$ cat config.mk
export PLATFORM = sky130hd
export DESIGN_NAME = wait_oneshot_pulse_timer
export DESIGN_NICKNAME = d
export VERILOG_FILES = /design/src/wait_oneshot_pkg.sv /design/src/wait_oneshot_pulse_timer.sv
export VERILOG_INCLUDE_DIRS = /design/src
export SDC_FILE = /design/constraint.sdc
export NUM_CORES = 1
export LEC_CHECK = 0
export ABC_AREA = 1
export BUFFER_PORTS_ARGS = -buffer_cell sky130_fd_sc_hd__buf_2
export CAP_MARGIN = 20
export CORE_ASPECT_RATIO = 0.9
export CORE_UTILIZATION = 55
export CTS_CLUSTER_DIAMETER = 80
export DETAILED_ROUTE_END_ITERATION = 7
export PLACE_DENSITY = 0.84
export SETUP_SLACK_MARGIN = 0.4
export SYNTH_ARGS = -nofsm -noshare
export SYNTH_HDL_FRONTEND = slang
export SYNTH_SLANG_ARGS = --single-unit
$ cat constraint.sdc
create_clock -name CLOCK -period 1.69 [get_ports CLOCK]
set_input_delay 0 -clock CLOCK [delete_from_list [all_inputs] [get_ports CLOCK]]
set_output_delay 0 -clock CLOCK [all_outputs]
set_load 0.01 [all_outputs]
$ cat src/wait_oneshot_defines.svh
/*
 Offsets, field positions, reset values and count-source codes of the wait one-shot timer.
 Assumes inclusion by bare name from the testbench and the timer module.
*/
// Overview of operation
// - Run bit set keeps counting; clear stops
// - Read-only flag shows counting really active
// - Halt bit stops at once; reads zero
// - Halt reinitialises counters, length registers, flags except request, pin
// - Enable bit gates the interrupt output
// - Request flag readable; writing zero clears
// - Mode field 11 selects wait one-shot
// - Select bit: 8+8 cascade or 16-bit
// - Reload-only write leaves running counter alone
// - Source field picks clock; 011 is half
// - Cutoff bit one removes the count source
// - Polarity zero: high pulse, low otherwise
// - Switch bit zero routes waveform to pin
// - Trigger enable zero ignores the pin
// - Prescaler counts source, any 8-bit value
// - Primary counts underflows, sets wait length
// - Secondary counts underflows, sets pulse length
// - 16-bit: prescaler low byte, primary/secondary high
// - Launch bit starts one-shot; reads zero
// - Read-only flag set during whole one-shot
// - Completion underflow raises the interrupt request
`ifndef WAIT_ONESHOT_DEFINES_SVH
`define WAIT_ONESHOT_DEFINES_SVH

`define OFS_CONTROL 3'h0
`define OFS_IRQ_CTRL 3'h1
`define OFS_MODE 3'h2
`define OFS_IO_CTRL 3'h3
`define OFS_PRESCALER 3'h4
`define OFS_WAIT_LEN 3'h5
`define OFS_PULSE_LEN 3'h6
`define OFS_ONESHOT 3'h7

`define BIT_RUN 0
`define BIT_ACTIVE 1
`define BIT_HALT 2
`define BIT_IRQ_FLAG 6
`define BIT_IRQ_EN 7
`define BIT_WIDE 2
`define BIT_RELOAD_ONLY 3
`define BIT_CUTOFF 7
`define BIT_POLARITY 0
`define BIT_SWITCH 1
`define BIT_PIN_TRIG 2
`define BIT_LAUNCH 0
`define BIT_OS_ACTIVE 2

`define MODE_ONESHOT 2'h3
`define SRC_DIV1 3'h0
`define SRC_DIV8 3'h1
`define SRC_DIV4 3'h2
`define SRC_DIV2 3'h3

`define RST_COUNT 8'hff
`define RST_MODE 8'h00
`define RST_IO 3'h0
`define WRAP_LOW 8'hff

`endif

$ cat src/wait_oneshot_pkg.sv
/*
 Types shared by the wait one-shot timer: phase encoding and the state record.
 Assumes wait_oneshot_defines.svh is on the include path.
*/
package wait_oneshot_pkg;
	typedef enum logic [2:0] {
		PH_IDLE = 3'b001,
		PH_WAIT = 3'b010,
		PH_PULSE = 3'b100
	} phase_t;

	typedef struct packed {
		logic run;
		logic active;
		phase_t phase;
		logic irq_en;
		logic irq_flag;
		logic [7:0] mode;
		logic [2:0] io;
		logic [7:0] prescaler;
		logic [7:0] wait_len;
		logic [7:0] pulse_len;
		logic [7:0] pre_cnt;
		logic [7:0] main_cnt;
		logic [3:0] div;
		logic [1:0] sync;
		logic trig_prev;
		logic pin;
		logic [7:0] rdata;
	} state_t;
endpackage

$ cat src/wait_oneshot_pulse_timer.sv
/*
 Wait one-shot pulse timer: 8-bit prescaler plus 8-bit counter, or one 16-bit counter,
 with register port, pulse output pin and interrupt request.
 Assumes a single 200 MHz clock, synchronous reset and an asynchronous trigger pin.
*/
`include "wait_oneshot_defines.svh"

module wait_oneshot_pulse_timer
	import wait_oneshot_pkg::*;
(
	input wire logic CLOCK,
	input wire logic RST,
	input wire logic [2:0] ADDR,
	input wire logic [7:0] WDATA,
	input wire logic WR,
	input wire logic RD,
	output logic [7:0] RDATA,
	input wire logic EXT_TRIG,
	output logic PULSE_OUT,
	output logic IRQ
);
	state_t s;
	state_t next_s;

	// One-cycle enable from the free-running divider
	function automatic logic src_tick(input logic [2:0] sel, input logic [3:0] div);
		case (sel)
			`SRC_DIV1: src_tick = 1'b1;
			`SRC_DIV2: src_tick = div[0];
			`SRC_DIV4: src_tick = &div[1:0];
			`SRC_DIV8: src_tick = &div[2:0];
			default: src_tick = &div;
		endcase
	endfunction

	// Idle level equals the polarity bit; with the switch bit clear, pulse is its inverse
	function automatic logic pin_level(input phase_t ph, input logic [2:0] io);
		if (io[`BIT_SWITCH]) begin
			pin_level = io[`BIT_POLARITY];
		end else begin
			pin_level = (ph == PH_PULSE) ^ io[`BIT_POLARITY];
		end
	endfunction

	function automatic logic [7:0] read_reg(input logic [2:0] a, input state_t st);
		logic busy;
		busy = (st.phase != PH_IDLE);
		case (a)
			`OFS_CONTROL: read_reg = {5'h00, 1'b0, st.active, st.run};
			`OFS_IRQ_CTRL: read_reg = {st.irq_en, st.irq_flag, 6'h00};
			`OFS_MODE: read_reg = st.mode;
			`OFS_IO_CTRL: read_reg = {5'h00, st.io};
			`OFS_PRESCALER: read_reg = busy ? st.pre_cnt : st.prescaler;
			`OFS_WAIT_LEN: read_reg = (st.phase == PH_WAIT) ? st.main_cnt : st.wait_len;
			`OFS_PULSE_LEN: read_reg = (st.phase == PH_PULSE) ? st.main_cnt : st.pulse_len;
			`OFS_ONESHOT: read_reg = {5'h00, busy, 2'h0};
			default: read_reg = 8'h00;
		endcase
	endfunction

	logic halt;
	logic launch;
	logic tick;

	always_comb begin
		next_s = s;
		next_s.rdata = 8'h00;
		next_s.sync = {s.sync[0], EXT_TRIG};
		next_s.trig_prev = s.sync[1];
		next_s.div = s.div + 4'h1;
		next_s.active = s.run;
		halt = WR && (ADDR == `OFS_CONTROL) && WDATA[`BIT_HALT];
		// Pin edge only counts when enabled; otherwise software alone starts
		launch = s.run && (s.mode[1:0] == `MODE_ONESHOT) && (s.phase == PH_IDLE)
			&& ((WR && (ADDR == `OFS_ONESHOT) && WDATA[`BIT_LAUNCH])
			|| (s.io[`BIT_PIN_TRIG] && s.sync[1] && !s.trig_prev));
		tick = s.run && !s.mode[`BIT_CUTOFF] && (s.phase != PH_IDLE)
			&& src_tick(s.mode[6:4], s.div);

		if (WR) begin
			case (ADDR)
				`OFS_CONTROL: next_s.run = WDATA[`BIT_RUN];
				`OFS_IRQ_CTRL: begin
					next_s.irq_en = WDATA[`BIT_IRQ_EN];
					if (!WDATA[`BIT_IRQ_FLAG]) begin
						next_s.irq_flag = 1'b0;
					end
				end
				`OFS_MODE: next_s.mode = WDATA;
				`OFS_IO_CTRL: next_s.io = WDATA[2:0];
				`OFS_PRESCALER: begin
					next_s.prescaler = WDATA;
					if (!s.mode[`BIT_RELOAD_ONLY] && s.phase != PH_IDLE) begin
						next_s.pre_cnt = WDATA;
					end
				end
				`OFS_WAIT_LEN: begin
					next_s.wait_len = WDATA;
					if (!s.mode[`BIT_RELOAD_ONLY] && s.phase == PH_WAIT) begin
						next_s.main_cnt = WDATA;
					end
				end
				`OFS_PULSE_LEN: begin
					next_s.pulse_len = WDATA;
					if (!s.mode[`BIT_RELOAD_ONLY] && s.phase == PH_PULSE) begin
						next_s.main_cnt = WDATA;
					end
				end
				default: ;
			endcase
		end

		if (RD) begin
			next_s.rdata = read_reg(ADDR, s);
		end

		if (launch) begin
			next_s.phase = PH_WAIT;
			next_s.pre_cnt = s.prescaler;
			next_s.main_cnt = s.wait_len;
		end

		// Same borrow chain serves both widths; only the low-byte reload differs
		if (tick) begin
			if (s.pre_cnt != 8'h00) begin
				next_s.pre_cnt = s.pre_cnt - 8'h01;
			end else if (s.main_cnt != 8'h00) begin
				next_s.main_cnt = s.main_cnt - 8'h01;
				next_s.pre_cnt = s.mode[`BIT_WIDE] ? `WRAP_LOW : s.prescaler;
			end else begin
				next_s.pre_cnt = s.prescaler;
				case (s.phase)
					PH_WAIT: begin
						next_s.phase = PH_PULSE;
						next_s.main_cnt = s.pulse_len;
					end
					PH_PULSE: begin
						next_s.phase = PH_IDLE;
						next_s.irq_flag = 1'b1;
					end
					default: next_s.phase = PH_IDLE;
				endcase
			end
		end

		// Irq flag deliberately kept: a completion in this cycle is not lost
		if (halt) begin
			next_s.run = 1'b0;
			next_s.active = 1'b0;
			next_s.phase = PH_IDLE;
			next_s.pre_cnt = `RST_COUNT;
			next_s.main_cnt = `RST_COUNT;
			next_s.prescaler = `RST_COUNT;
			next_s.wait_len = `RST_COUNT;
			next_s.pulse_len = `RST_COUNT;
		end

		next_s.pin = pin_level(next_s.phase, next_s.io);
	end

	always_ff @(posedge CLOCK) begin
		if (RST) begin
			s <= '{run: 1'b0, active: 1'b0, phase: PH_IDLE, irq_en: 1'b0, irq_flag: 1'b0,
				mode: `RST_MODE, io: `RST_IO, prescaler: `RST_COUNT, wait_len: `RST_COUNT,
				pulse_len: `RST_COUNT, pre_cnt: `RST_COUNT, main_cnt: `RST_COUNT, div: 4'h0,
				sync: 2'h0, trig_prev: 1'b0, pin: 1'b0, rdata: 8'h00};
		end else begin
			s <= next_s;
		end
	end

	assign RDATA = s.rdata;
	assign PULSE_OUT = s.pin;
	assign IRQ = s.irq_flag & s.irq_en;

	a_run_write: assert property (@(posedge CLOCK) disable iff (RST)
		WR && ADDR == `OFS_CONTROL && !WDATA[`BIT_HALT] |=> s.run == $past(WDATA[`BIT_RUN]))
		else $error("run bit did not follow write");

	a_active_lag: assert property (@(posedge CLOCK) disable iff (RST)
		s.run && !halt |=> s.active ##0 ($past(s.run, 1) == 1'b1))
		else $error("count active flag not set after run");

	a_halt_reinit: assert property (@(posedge CLOCK) disable iff (RST)
		halt |=> !s.run && !s.active && s.phase == PH_IDLE && s.pre_cnt == `RST_COUNT
			&& s.wait_len == `RST_COUNT && PULSE_OUT == pin_level(PH_IDLE, s.io))
		else $error("forced halt left state behind");

	a_halt_read_zero: assert property (@(posedge CLOCK) disable iff (RST)
		RD && ADDR == `OFS_CONTROL |=> !RDATA[`BIT_HALT])
		else $error("halt bit read as one");

	a_irq_gate: assert property (@(posedge CLOCK) disable iff (RST)
		!s.irq_en |-> !IRQ)
		else $error("interrupt not blocked by enable");

	a_irq_clear: assert property (@(posedge CLOCK) disable iff (RST)
		WR && ADDR == `OFS_IRQ_CTRL && !WDATA[`BIT_IRQ_FLAG] && !(tick && s.phase == PH_PULSE)
		|=> !s.irq_flag)
		else $error("request flag not cleared");

	a_mode_gate: assert property (@(posedge CLOCK) disable iff (RST)
		s.phase == PH_IDLE && s.mode[1:0] != `MODE_ONESHOT |=> s.phase == PH_IDLE)
		else $error("one-shot started in wrong mode");

	a_launch_read: assert property (@(posedge CLOCK) disable iff (RST)
		RD && ADDR == `OFS_ONESHOT |=> !RDATA[`BIT_LAUNCH]
			&& RDATA[`BIT_OS_ACTIVE] == ($past(s.phase) != PH_IDLE))
		else $error("one-shot control read wrong");

	a_wait_to_pulse: assert property (@(posedge CLOCK) disable iff (RST)
		tick && !halt && s.phase == PH_WAIT && s.pre_cnt == 8'h00 && s.main_cnt == 8'h00
		|=> s.phase == PH_PULSE && s.main_cnt == $past(s.pulse_len))
		else $error("wait did not hand over to pulse");

	a_done_irq: assert property (@(posedge CLOCK) disable iff (RST)
		tick && s.phase == PH_PULSE && s.pre_cnt == 8'h00 && s.main_cnt == 8'h00
		|=> s.irq_flag && s.phase == PH_IDLE)
		else $error("completion did not raise request");

	a_pin_level: assert property (@(posedge CLOCK) disable iff (RST)
		!s.io[`BIT_POLARITY] && !s.io[`BIT_SWITCH] |-> PULSE_OUT == (s.phase == PH_PULSE))
		else $error("pin level does not match phase");

	a_cutoff_hold: assert property (@(posedge CLOCK) disable iff (RST)
		s.mode[`BIT_CUTOFF] && !WR && !launch |=> $stable(s.pre_cnt) && $stable(s.main_cnt))
		else $error("counter moved with source cut off");

	a_src_half: assert property (@(posedge CLOCK) disable iff (RST)
		tick && s.mode[6:4] == `SRC_DIV2 && !WR |=> !tick)
		else $error("half-rate source ticked twice in a row");

	a_reload_only: assert property (@(posedge CLOCK) disable iff (RST)
		WR && s.mode[`BIT_RELOAD_ONLY] && ADDR == `OFS_WAIT_LEN && !tick && !launch
		|=> $stable(s.main_cnt))
		else $error("reload-only write touched running counter");

	a_wide_wrap: assert property (@(posedge CLOCK) disable iff (RST)
		tick && s.mode[`BIT_WIDE] && s.pre_cnt == 8'h00 && s.main_cnt != 8'h00 && !WR
		|=> s.pre_cnt == `WRAP_LOW)
		else $error("low byte did not wrap in 16-bit mode");

	a_prescale_step: assert property (@(posedge CLOCK) disable iff (RST)
		tick && s.pre_cnt != 8'h00 && !WR |=> s.pre_cnt == $past(s.pre_cnt) - 8'h01)
		else $error("prescaler did not step down");

	a_stop_hold: assert property (@(posedge CLOCK) disable iff (RST)
		!s.run && !WR |=> $stable(s.pre_cnt) && $stable(s.main_cnt))
		else $error("counter moved while stopped");

	a_trig_ignored: assert property (@(posedge CLOCK) disable iff (RST)
		!s.io[`BIT_PIN_TRIG] && !WR && s.phase == PH_IDLE |=> s.phase == PH_IDLE)
		else $error("pin started one-shot while disabled");

	c_launch: cover property (@(posedge CLOCK) disable iff (RST) launch);
	c_pulse: cover property (@(posedge CLOCK) disable iff (RST)
		s.phase == PH_WAIT ##1 s.phase == PH_PULSE);
	c_done: cover property (@(posedge CLOCK) disable iff (RST) $rose(IRQ));
	c_wide_done: cover property (@(posedge CLOCK) disable iff (RST)
		s.mode[`BIT_WIDE] && s.phase == PH_PULSE ##1 s.phase == PH_IDLE);
endmodule
Yosys cells after proc, flatten, opt, wreduce, memory -nomap -nowiden

Index checks and enable logic that the tools add are counted.
Widths: inputs -> output; s select.

Output and inout bits: 10
Register bits after elaboration: 74
Logic and storage cells: 115

Add/subtract/negate cells: 3
Muxes and demuxes: 36
Equal/unequal tests: 16
Reduce and logical (&&, ||, !) cells: 39
Bitwise logic cells: 3

Operators with widths:

| cell                | number |
|---|---|
| $mux 8              | 15 |
| $pmux 8 s8          | 1 |
| $mux 52             | 1 |
| $mux 16             | 3 |
| $mux 3              | 7 |
| $eq 3x3->1 const B  | 6 |
| $pmux 8 s2          | 1 |
| $reduce_and 2->1    | 8 |
| $reduce_bool 8->1   | 2 |
| $sub 8x1->8 const B | 2 |
| $eq 3x2->1 const B  | 5 |
| $logic_and 1x1->1   | 15 |
| $eq 3x1->1 const B  | 3 |
| $reduce_bool 3->1   | 3 |
| $mux 1              | 7 |
| $logic_not 3->1     | 2 |
| $reduce_and 3->1    | 2 |
| $add 4x1->4 const B | 1 |
| $pmux 1 s4          | 1 |
| $reduce_and 4->1    | 1 |
| $reduce_or 2->1     | 2 |
| $logic_not 1->1     | 3 |
| $ne 3x1->1 const B  | 1 |
| $eq 2x2->1 const B  | 1 |
| other kinds (4)     | 4 |

Longest topological paths before layout

Gate-level depths: netlist (run 1).

Word-level depth: 13
Mapped depth: 14
Mapped depth without buffers: 13

Worst setup path before layout (run 1)

OpenSTA, ideal clock, no wires.

Path type: flip-flop to flip-flop
From: register s[12] (netlist bit)
To: register s[19] (netlist bit)
Path slack: -0.026 ns
Arrival: 1.604 ns
Period minus slack after synthesis: 1.716 ns
Data required time: 1.578 ns
Cell stages (with the launch flop): 13
Path buffers: 1
Setup time: 0.112 ns
Cell sequence: dfxtp_1 -> ha_1 -> ha_1 -> nand3b_1 -> nand3_1 -> nand2_1 -> nand2_1 -> inv_2 -> nand2_1 -> buf_2 -> a31oi_1 -> nand2_1 -> nand2_1

Longest elaborated chain between the ends: 4
Elaborated cells on any way between the ends: 6

Ends and longest elaborated chain:

| item                                           | RTL line                        | text |
|---|---|---|
| start: declaration                             | wait_oneshot_pulse_timer.sv:22  | `state_t s;` |
| start signal: assignment                       | wait_oneshot_pulse_timer.sv:163 | `s <= '{run: 1'b0, active: 1'b0, phase: PH_IDLE, irq_en: 1'b0, irq_flag: 1'b0,` |
| start signal: assignment                       | wait_oneshot_pulse_timer.sv:168 | `s <= next_s;` |
| $reduce_and 4->1, or another cell as far along | wait_oneshot_pulse_timer.sv:32  | `default: src_tick = &div;` |
| $pmux 1 s4 *                                   | wait_oneshot_pulse_timer.sv:27  | `case (sel)` |
| $logic_and 1x1->1 *                            | wait_oneshot_pulse_timer.sv:77  | `` tick = s.run && !s.mode[`BIT_CUTOFF] && (s.phase != PH_IDLE) `` |
| $mux 16 *                                      | wait_oneshot_pulse_timer.sv:124 | `if (tick) begin` |

Every way passes the cells marked *; elsewhere a longest branch is shown, timed or not.
A chain may end at the register's enable or synchronous reset.

Worst setup path after layout (run 1)

From: register s[12] (netlist bit)
To: register s, in the netlist PULSE_OUT

Longest elaborated chain between the ends: 8
Elaborated cells on any way between the ends: 10

Ends and longest elaborated chain:

| item                                           | RTL line                        | text |
|---|---|---|
| $reduce_and 4->1, or another cell as far along | wait_oneshot_pulse_timer.sv:32  |  |
| $pmux 1 s4 *                                   | wait_oneshot_pulse_timer.sv:27  |  |
| $logic_and 1x1->1 *                            | wait_oneshot_pulse_timer.sv:77  |  |
| $mux 3 *                                       | wait_oneshot_pulse_timer.sv:124 |  |
| $mux 3 *                                       | wait_oneshot_pulse_timer.sv:147 | `if (halt) begin` |
| $eq 3x3->1 *                                   | wait_oneshot_pulse_timer.sv:41  | `` pin_level = (ph == PH_PULSE) ^ io[`BIT_POLARITY]; `` |
| $xor 1x1->1 *                                  | wait_oneshot_pulse_timer.sv:41  |  |
| $mux 1 *                                       | wait_oneshot_pulse_timer.sv:38  | `` if (io[`BIT_SWITCH]) begin `` |

Marked as above.

==> results of run 1 <==
==> Yosys cell counts <==
master / n / area share
ha_1: 5 / 0.014
o211ai_1: 37 / 0.062
o22ai_1: 1 / 0.0014
nand3b_1: 2 / 0.0033
nor3_2: 1 / 0.0022
nor3_1: 4 / 0.0045
inv_1: 85 / 0.071
o21ai_0: 60 / 0.067
buf_4: 8 / 0.013
inv_2: 8 / 0.0067
nor2_4: 1 / 0.0025
nor2_1: 48 / 0.040
xor2_1: 3 / 0.0058
clkbuf_1: 17 / 0.014
a31oi_1: 6 / 0.0083
o21ai_1: 2 / 0.0022
nand4_1: 8 / 0.011
nor2_2: 1 / 0.0014
buf_2: 12 / 0.013
nor4_1: 1 / 0.0014
a22oi_1: 2 / 0.0033
a21oi_1: 56 / 0.062
o21a_1: 1 / 0.0017
nor3_4: 2 / 0.0072
nand3_1: 58 / 0.065
nand2_2: 1 / 0.0014
dfxtp_1: 74 / 0.33
nand3_2: 1 / 0.0022
nand2_1: 178 / 0.15
a211oi_1: 6 / 0.010
o221ai_1: 6 / 0.012
clkinv_1: 2 / 0.0017
a221oi_1: 1 / 0.0019
buf_1: 1 / 0.00083
o2111ai_1: 2 / 0.0039
xnor2_1: 2 / 0.0039
==> cells by family (layout without fill, tap and decap cells) <==
family	after synthesis	count (layout)
AND/OR/NAND/NOR	306	306
XOR/XNOR	5	5
adder cells (fa/ha/maj)	5	5
flip-flops	74	74
other	0	1
buffers and inverters	133	235
AO/OA/AOI/OAI	180	180
==> per-layer routing <==
layer	global-route usage	routed length, µm	part of all wire
met5	0	0	0
met1	0.509	6910	0.38
met3	0.117	2350	0.13
met4	0.182	1100	0.060
met2	0.629	7760	0.43
==> registers in the layout, indices dropped and copies added (netlist names) <==
| register | cells |
|---|---|
| PULSE_OUT | 1 |
| RDATA | 8 |
| next_s | 2 |
| s | 63 |
==> power breakdown <==
group / total (mW) / leakage (nW) / internal (mW) / switching [mW]
Clock: 1.71 / 0.117 / 0.986 / 0.727
Sequential: 1.84 / 0.605 / 1.80 / 0.0453
Combinational: 0.612 / 2.31 / 0.224 / 0.387
Total: 4.17 / 3.03 / 3.01 / 1.16
==> path summary, 6_finish.rpt <==
check | cells past startpoint | slack (ps) | to | startpoint
max | 12 | -180 | PULSE_OUT | s[12]
min | 3 | 20 | s[58] | WDATA[2]
max reg2reg | 12 | -180 | PULSE_OUT | s[12]
min reg2reg | 2 | 410 | next_s[9] | next_s[11]
==> worst max-delay path, delay by kind of cell (launching register included) <==
kind / cells / cell delay, ps
buf+inv: 3 / 200
flops: 1 / 350
fa+ha+maj: 2 / 310
compound gates: 1 / 190
simple gates: 6 / 720
==> final cells by class <==
class	instances	area, µm²
clock buffer	10	128
sequential	74	1490
antenna	1	2.50
fill	537	1580
multi-input combinational	496	2880
tap	96	120
clock inverter	6	115
timing repair buffer	122	1030
timing repair inverter	2	15.0
inverter	95	368
==> cells in the final DEF (no fill, tap or decap), types with 3 or more instances in the layout <==
cell             n
a211oi_1         4
a21oi_1         40
a21oi_2         14
a31oi_1          5
buf_12           3
buf_2           25
buf_4           65
buf_6           20
bufinv_16        3
clkbuf_8         9
clkinvlp_4       4
dfxtp_1         69
dfxtp_2          3
dlygate4sd3_1    5
ha_4             3
inv_1           78
inv_2           11
inv_4            3
nand2_1        164
nand2_2          9
nand2_4          6
nand3_1         42
nand3_2         15
nand4_1          8
nor2_1          42
nor2_2           3
nor2_4           5
nor3_2           3
o211ai_1        37
o21ai_0         33
o21ai_1         19
o21ai_2          9
o221ai_1         6
xor2_1           3
==> repair_timing <==
action | in CTS | in global routing
resized for setup | 64 | 63
buffers inserted | 12 | 10
hold buffers | 5 | 0
hold endpoints to repair | 7 | 0
gates cloned | 3 | 1
pin swaps | 18 | 16
setup endpoints to repair | 29 | 29
==> metrics by stage <==
| stage | instance area (µm²) | hold slack [ps] |
|---|---|---|
| global placement | 5200 | 203 |
| global route | 6150 | 15.0 |
| finish | 6150 | 22.4 |
| CTS | 5840 | 6.06 |
| floorplan | 4670 | 107 |
| detailed placement | 5200 | 225 |
==> results.cfg, run 1 <==
[outcome]
outcome = complete, but fails checks
violations = setup timing

[drt]
drcViolationCount = 0
wl_per_cell_um = 20.1
num_vias = 5817
wirelength_mm = 18.1
vias_per_cell = 6.45
drt_iter0_markers = 790
first_pass_iters = 5
ant_nets = 0

[timing]
fin_worst_skew_ps = 12.5
fin_ws_ps = -180
finalMaxSlewViolations = 0
relSlewSlack = 0.700
fin_tns_setup_ps = -745
setup_viol = 14
hold_viol_final = 0
rsz0062_at_grt = true
worst_slew_pin_slew_ps = 446
timing.final.crit_share = 1.11
clock.fmax_mhz = 535
post-route-min-period_ps = 1870

[place]
io_buffers = 25
routabilityCongestion = 1.04
dpl.cell_count = 854
pre_cts_ws_ps = -63.3
dp_hpwl_mm = 11.4

[logic_synthesis]
yosys.area_share.simple = 0.290
synth_xor_area_frac = 0.00974
synth_compound_area_frac = 0.235
syn_inst = 703
syn_nets = 724
synth-warning-count = 0
synth_area_um2 = 4500
synth_fa_ha_area_frac = 0.0139
synth_cell_types = 36
synth_top_family_by_area = simple AND/OR/NAND/NOR gates
synth.avg_cell_area_um2 = 6.40
muxShareOfSynthArea = 0
ys_seq_elements = 74
synth-seq-area-share = 0.329

[run]
cap_violations = 0

[min_path]
hold_path.class = input port to register

[power]
p_per_area_nw_per_um2 = 678
total_power_mw = 4.17
peakVddDrop_mv = 0.754
p_leak_nw = 3.03

[critical_path]
path_max_fanout = 3
worstPathRequired_ps = 1960
cp-end-kind = register
start_kind = register
critPathKind = register to register
critPathSlowestCell = dfxtp_2
path_common_cell = ha_4
slowest_delay_ps = 350
crit_arrival_ps = 2140
path_cells = ha_4 > ha_4 > nand3b_1 > nand3_1 > nand2_2 > nand2_4 > inv_4 > buf_6 > a21oi_4 > nand4_1 > nand2_1 > inv_1

[clocking]
cts_buffers = 9
clockRootBuffer = clkbuf_8
cts_tree = built
clk_latency_ps = 360
clkTransAtPathRegs_ps = 90
clockBufferDepth = 2
cts.htree.levels = 3
clock_sinks = 74

[cells_and_area]
nets = 821
drive_gt1_frac = 0.291
fin_util = 0.796
stdcell_count = 902
area_delta_synth_final_pct = 36.8

[global_route]
grtUsageTotal = 0.398
antenna_found_initial = 0
grt_pass1_wl_mm = 26.3
overflow = 0
grt_pass1_vias = 5128
grt_max_degree = 22

[die]
fp.dieH_um = 87.8
row_count = 30
initial_core_util = 0.582
die-width_um = 97.3
coreArea_um2 = 7730
pin_count = 26
die_area_um2 = 8540
Note: power is estimated with default switching activity, not from simulation.
==> run 2: changes to the inputs <==
PLACE_DENSITY = 0.86   (was 0.84)
==> run 2 against run 1 <==
Effect of this change: the run still ends with setup timing left; critical path type unchanged; final cell count down 1.0%; critical path depth is 4 lower; critical endpoint is now RDATA[4]; utilization shrank 1.6 points; total power is 0.78% higher.
==> results.cfg, run 2 (same netlist as run 1, synthesis figures left out) <==
[outcome]
outcome = complete, but fails checks
violations = setup timing

[global_route]
grtUsageMet2 = 0.602
grt_pass1_wl_mm = 25.3
overflow = 0
grtUsageMet1 = 0.491
met3_usage = 0.0934
grt_max_degree = 21
grt_pass1_vias = 5097
grtUsageTotal = 0.378
antenna_found_initial = 0
grt-busiest-layer = met2

[timing]
rsz0062_at_grt = true
setup_viol = 1
fin_worst_skew_ps = 16.3
finalMaxSlewViolations = 0
post-route-min-period_ps = 1740
relSlewSlack = 0.628
timing.final.crit_share = 1.03
worst_slew_pin_slew_ps = 553
clock.fmax_mhz = 574
fin_ws_ps = -53.7
hold_viol_final = 0

[place]
routabilityCongestion = 1.02
dp_hpwl_mm = 11.3
pre_cts_ws_ps = -59.7
io_buffers = 25

[die]
initial_core_util = 0.582
pin_count = 26
die_area_um2 = 8540
fp.dieH_um = 87.8
die-width_um = 97.3
row_count = 30
coreArea_um2 = 7730

[min_path]
hold_path.class = input port to register

[drt]
wirelength_mm = 16.2
vias_per_cell = 6.19
ant_nets = 0
first_pass_iters = 5
num_vias = 5530
drt_iter0_markers = 801
wl_per_cell_um = 18.2
drcViolationCount = 0

[cells_and_area]
nets = 813
regMostFlops = s
fillCellCount = 550
area_delta_synth_final_pct = 34.0
final_cell_mix = 168 x nand2_1, 78 x inv_1, 69 x dfxtp_1, 59 x buf_4, 50 x nand3_1
drive_gt1_frac = 0.274
multi_input_area_um2 = 2840
layout_commonest_cell = nand2_1
largest_reg_flops = 63
register_area_um2 = 1490
diodes = 0

[critical_path]
critical_path_buf_inv_count = 2
path_max_fanout = 8
cp-end-kind = register
slowest_delay_ps = 380
critPathKind = register to register
worstPathRequired_ps = 1920
path_common_cell = buf_4
regToRegSetupSlack_ps = -50
crit_family = compound AO/OA/AOI/OAI gates
start_kind = register
crit_arrival_ps = 1970
path_cells = nor2_4 > nand2_2 > buf_4 > o211ai_1 > nand2_1 > a211oi_1 > buf_4 > nor2_1
critPathSlowestCell = dfxtp_4

[power]
peakVddDrop_mv = 0.511
p_leak_nw = 2.96
total_power_mw = 4.20
p_per_area_nw_per_um2 = 697

[clocking]
cts_buffers = 9
cts.htree.levels = 3
cts_tree = built
clk_latency_ps = 370
clkTransAtPathRegs_ps = 80
clockBufferDepth = 2
clock_sinks = 74
clockRootBuffer = clkbuf_8

[run]
cap_violations = 0
==> run 2: cell types whose count changed in the layout (fill, tap and decap cells not counted), moves of 3 or more <==
| cell | previous run | this run |
|---|---|---|
| nand3_1 | 42 | 50 |
| nand3_2 | 15 | 8 |
| buf_4 | 65 | 59 |
| o21ai_1 | 19 | 13 |
| nand2_1 | 164 | 168 |
| clkinvlp_4 | 4 | 1 |
| nand2_2 | 9 | 6 |
| o21ai_0 | 33 | 36 |
| o21ai_2 | 9 | 12 |
==> run 2: final timing paths <==
| check | from | end | depth (start not counted) |
|---|---|---|---|
| setup / recovery | s[69] | RDATA[4] | 8 |
| hold / removal | WDATA[3] | s[35] | 3 |
| setup reg to reg | s[69] | RDATA[4] | 8 |
| hold reg to reg | next_s[11] | next_s[9] | 2 |
==> run 2: tightest hold or removal path, stage by stage <==
cell      delay (ps)
buf_2            160
inv_1             70
o211ai_1          90
==> run 2: timing repair <==
action                     CTS  global route
hold buffers                 4             0
setup endpoints to repair   29            29
hold endpoints to repair     6             0
resized for setup           66            54
pin swaps                   16            19
cloned                       1             2
setup buffers               13             5
==> run 2: per-layer routing <==
metal	share of wire	vias to the layer above
met1	0.39	2514
met2	0.45	416
met4	0.040	0
li1	-	2526
met3	0.13	74
met5	0	-
==> run 2: through the flow <==
| stage | setup TNS [ps] | hold WS (ps) | util | cell area (µm²) | std cells |
|---|---|---|---|---|---|
| 6_report | -53.7 | 9.52 | 0.779 | 6030 | 893 |
| 5_1_grt | -944 | 15.4 | 0.779 | 6030 | 893 |
| 3_3_place_gp | -163 | 206 | 0.670 | 5180 | 852 |
| 3_5_place_dp | -483 | 221 | 0.670 | 5180 | 852 |
| 2_1_floorplan | 0 | 107 | - | 4670 | 703 |
| 4_1_cts | 0 | 0.224 | 0.747 | 5780 | 886 |
==> run 2: cell type report <==
type,instances,area share
tap,96,0.0199
sequential,74,0.248
timing repair buffer,115,0.156
inverter,95,0.0612
timing repair inverter,1,0.00270
multi-input combinational,496,0.470
clock buffer,12,0.0257
clock inverter,4,0.0162
==> run 2: power breakdown <==
part	switching [mW]	internal, mW
Sequential	0.0425	1.80
Clock	0.717	1.06
Combinational	0.365	0.215
Total	1.13	3.08
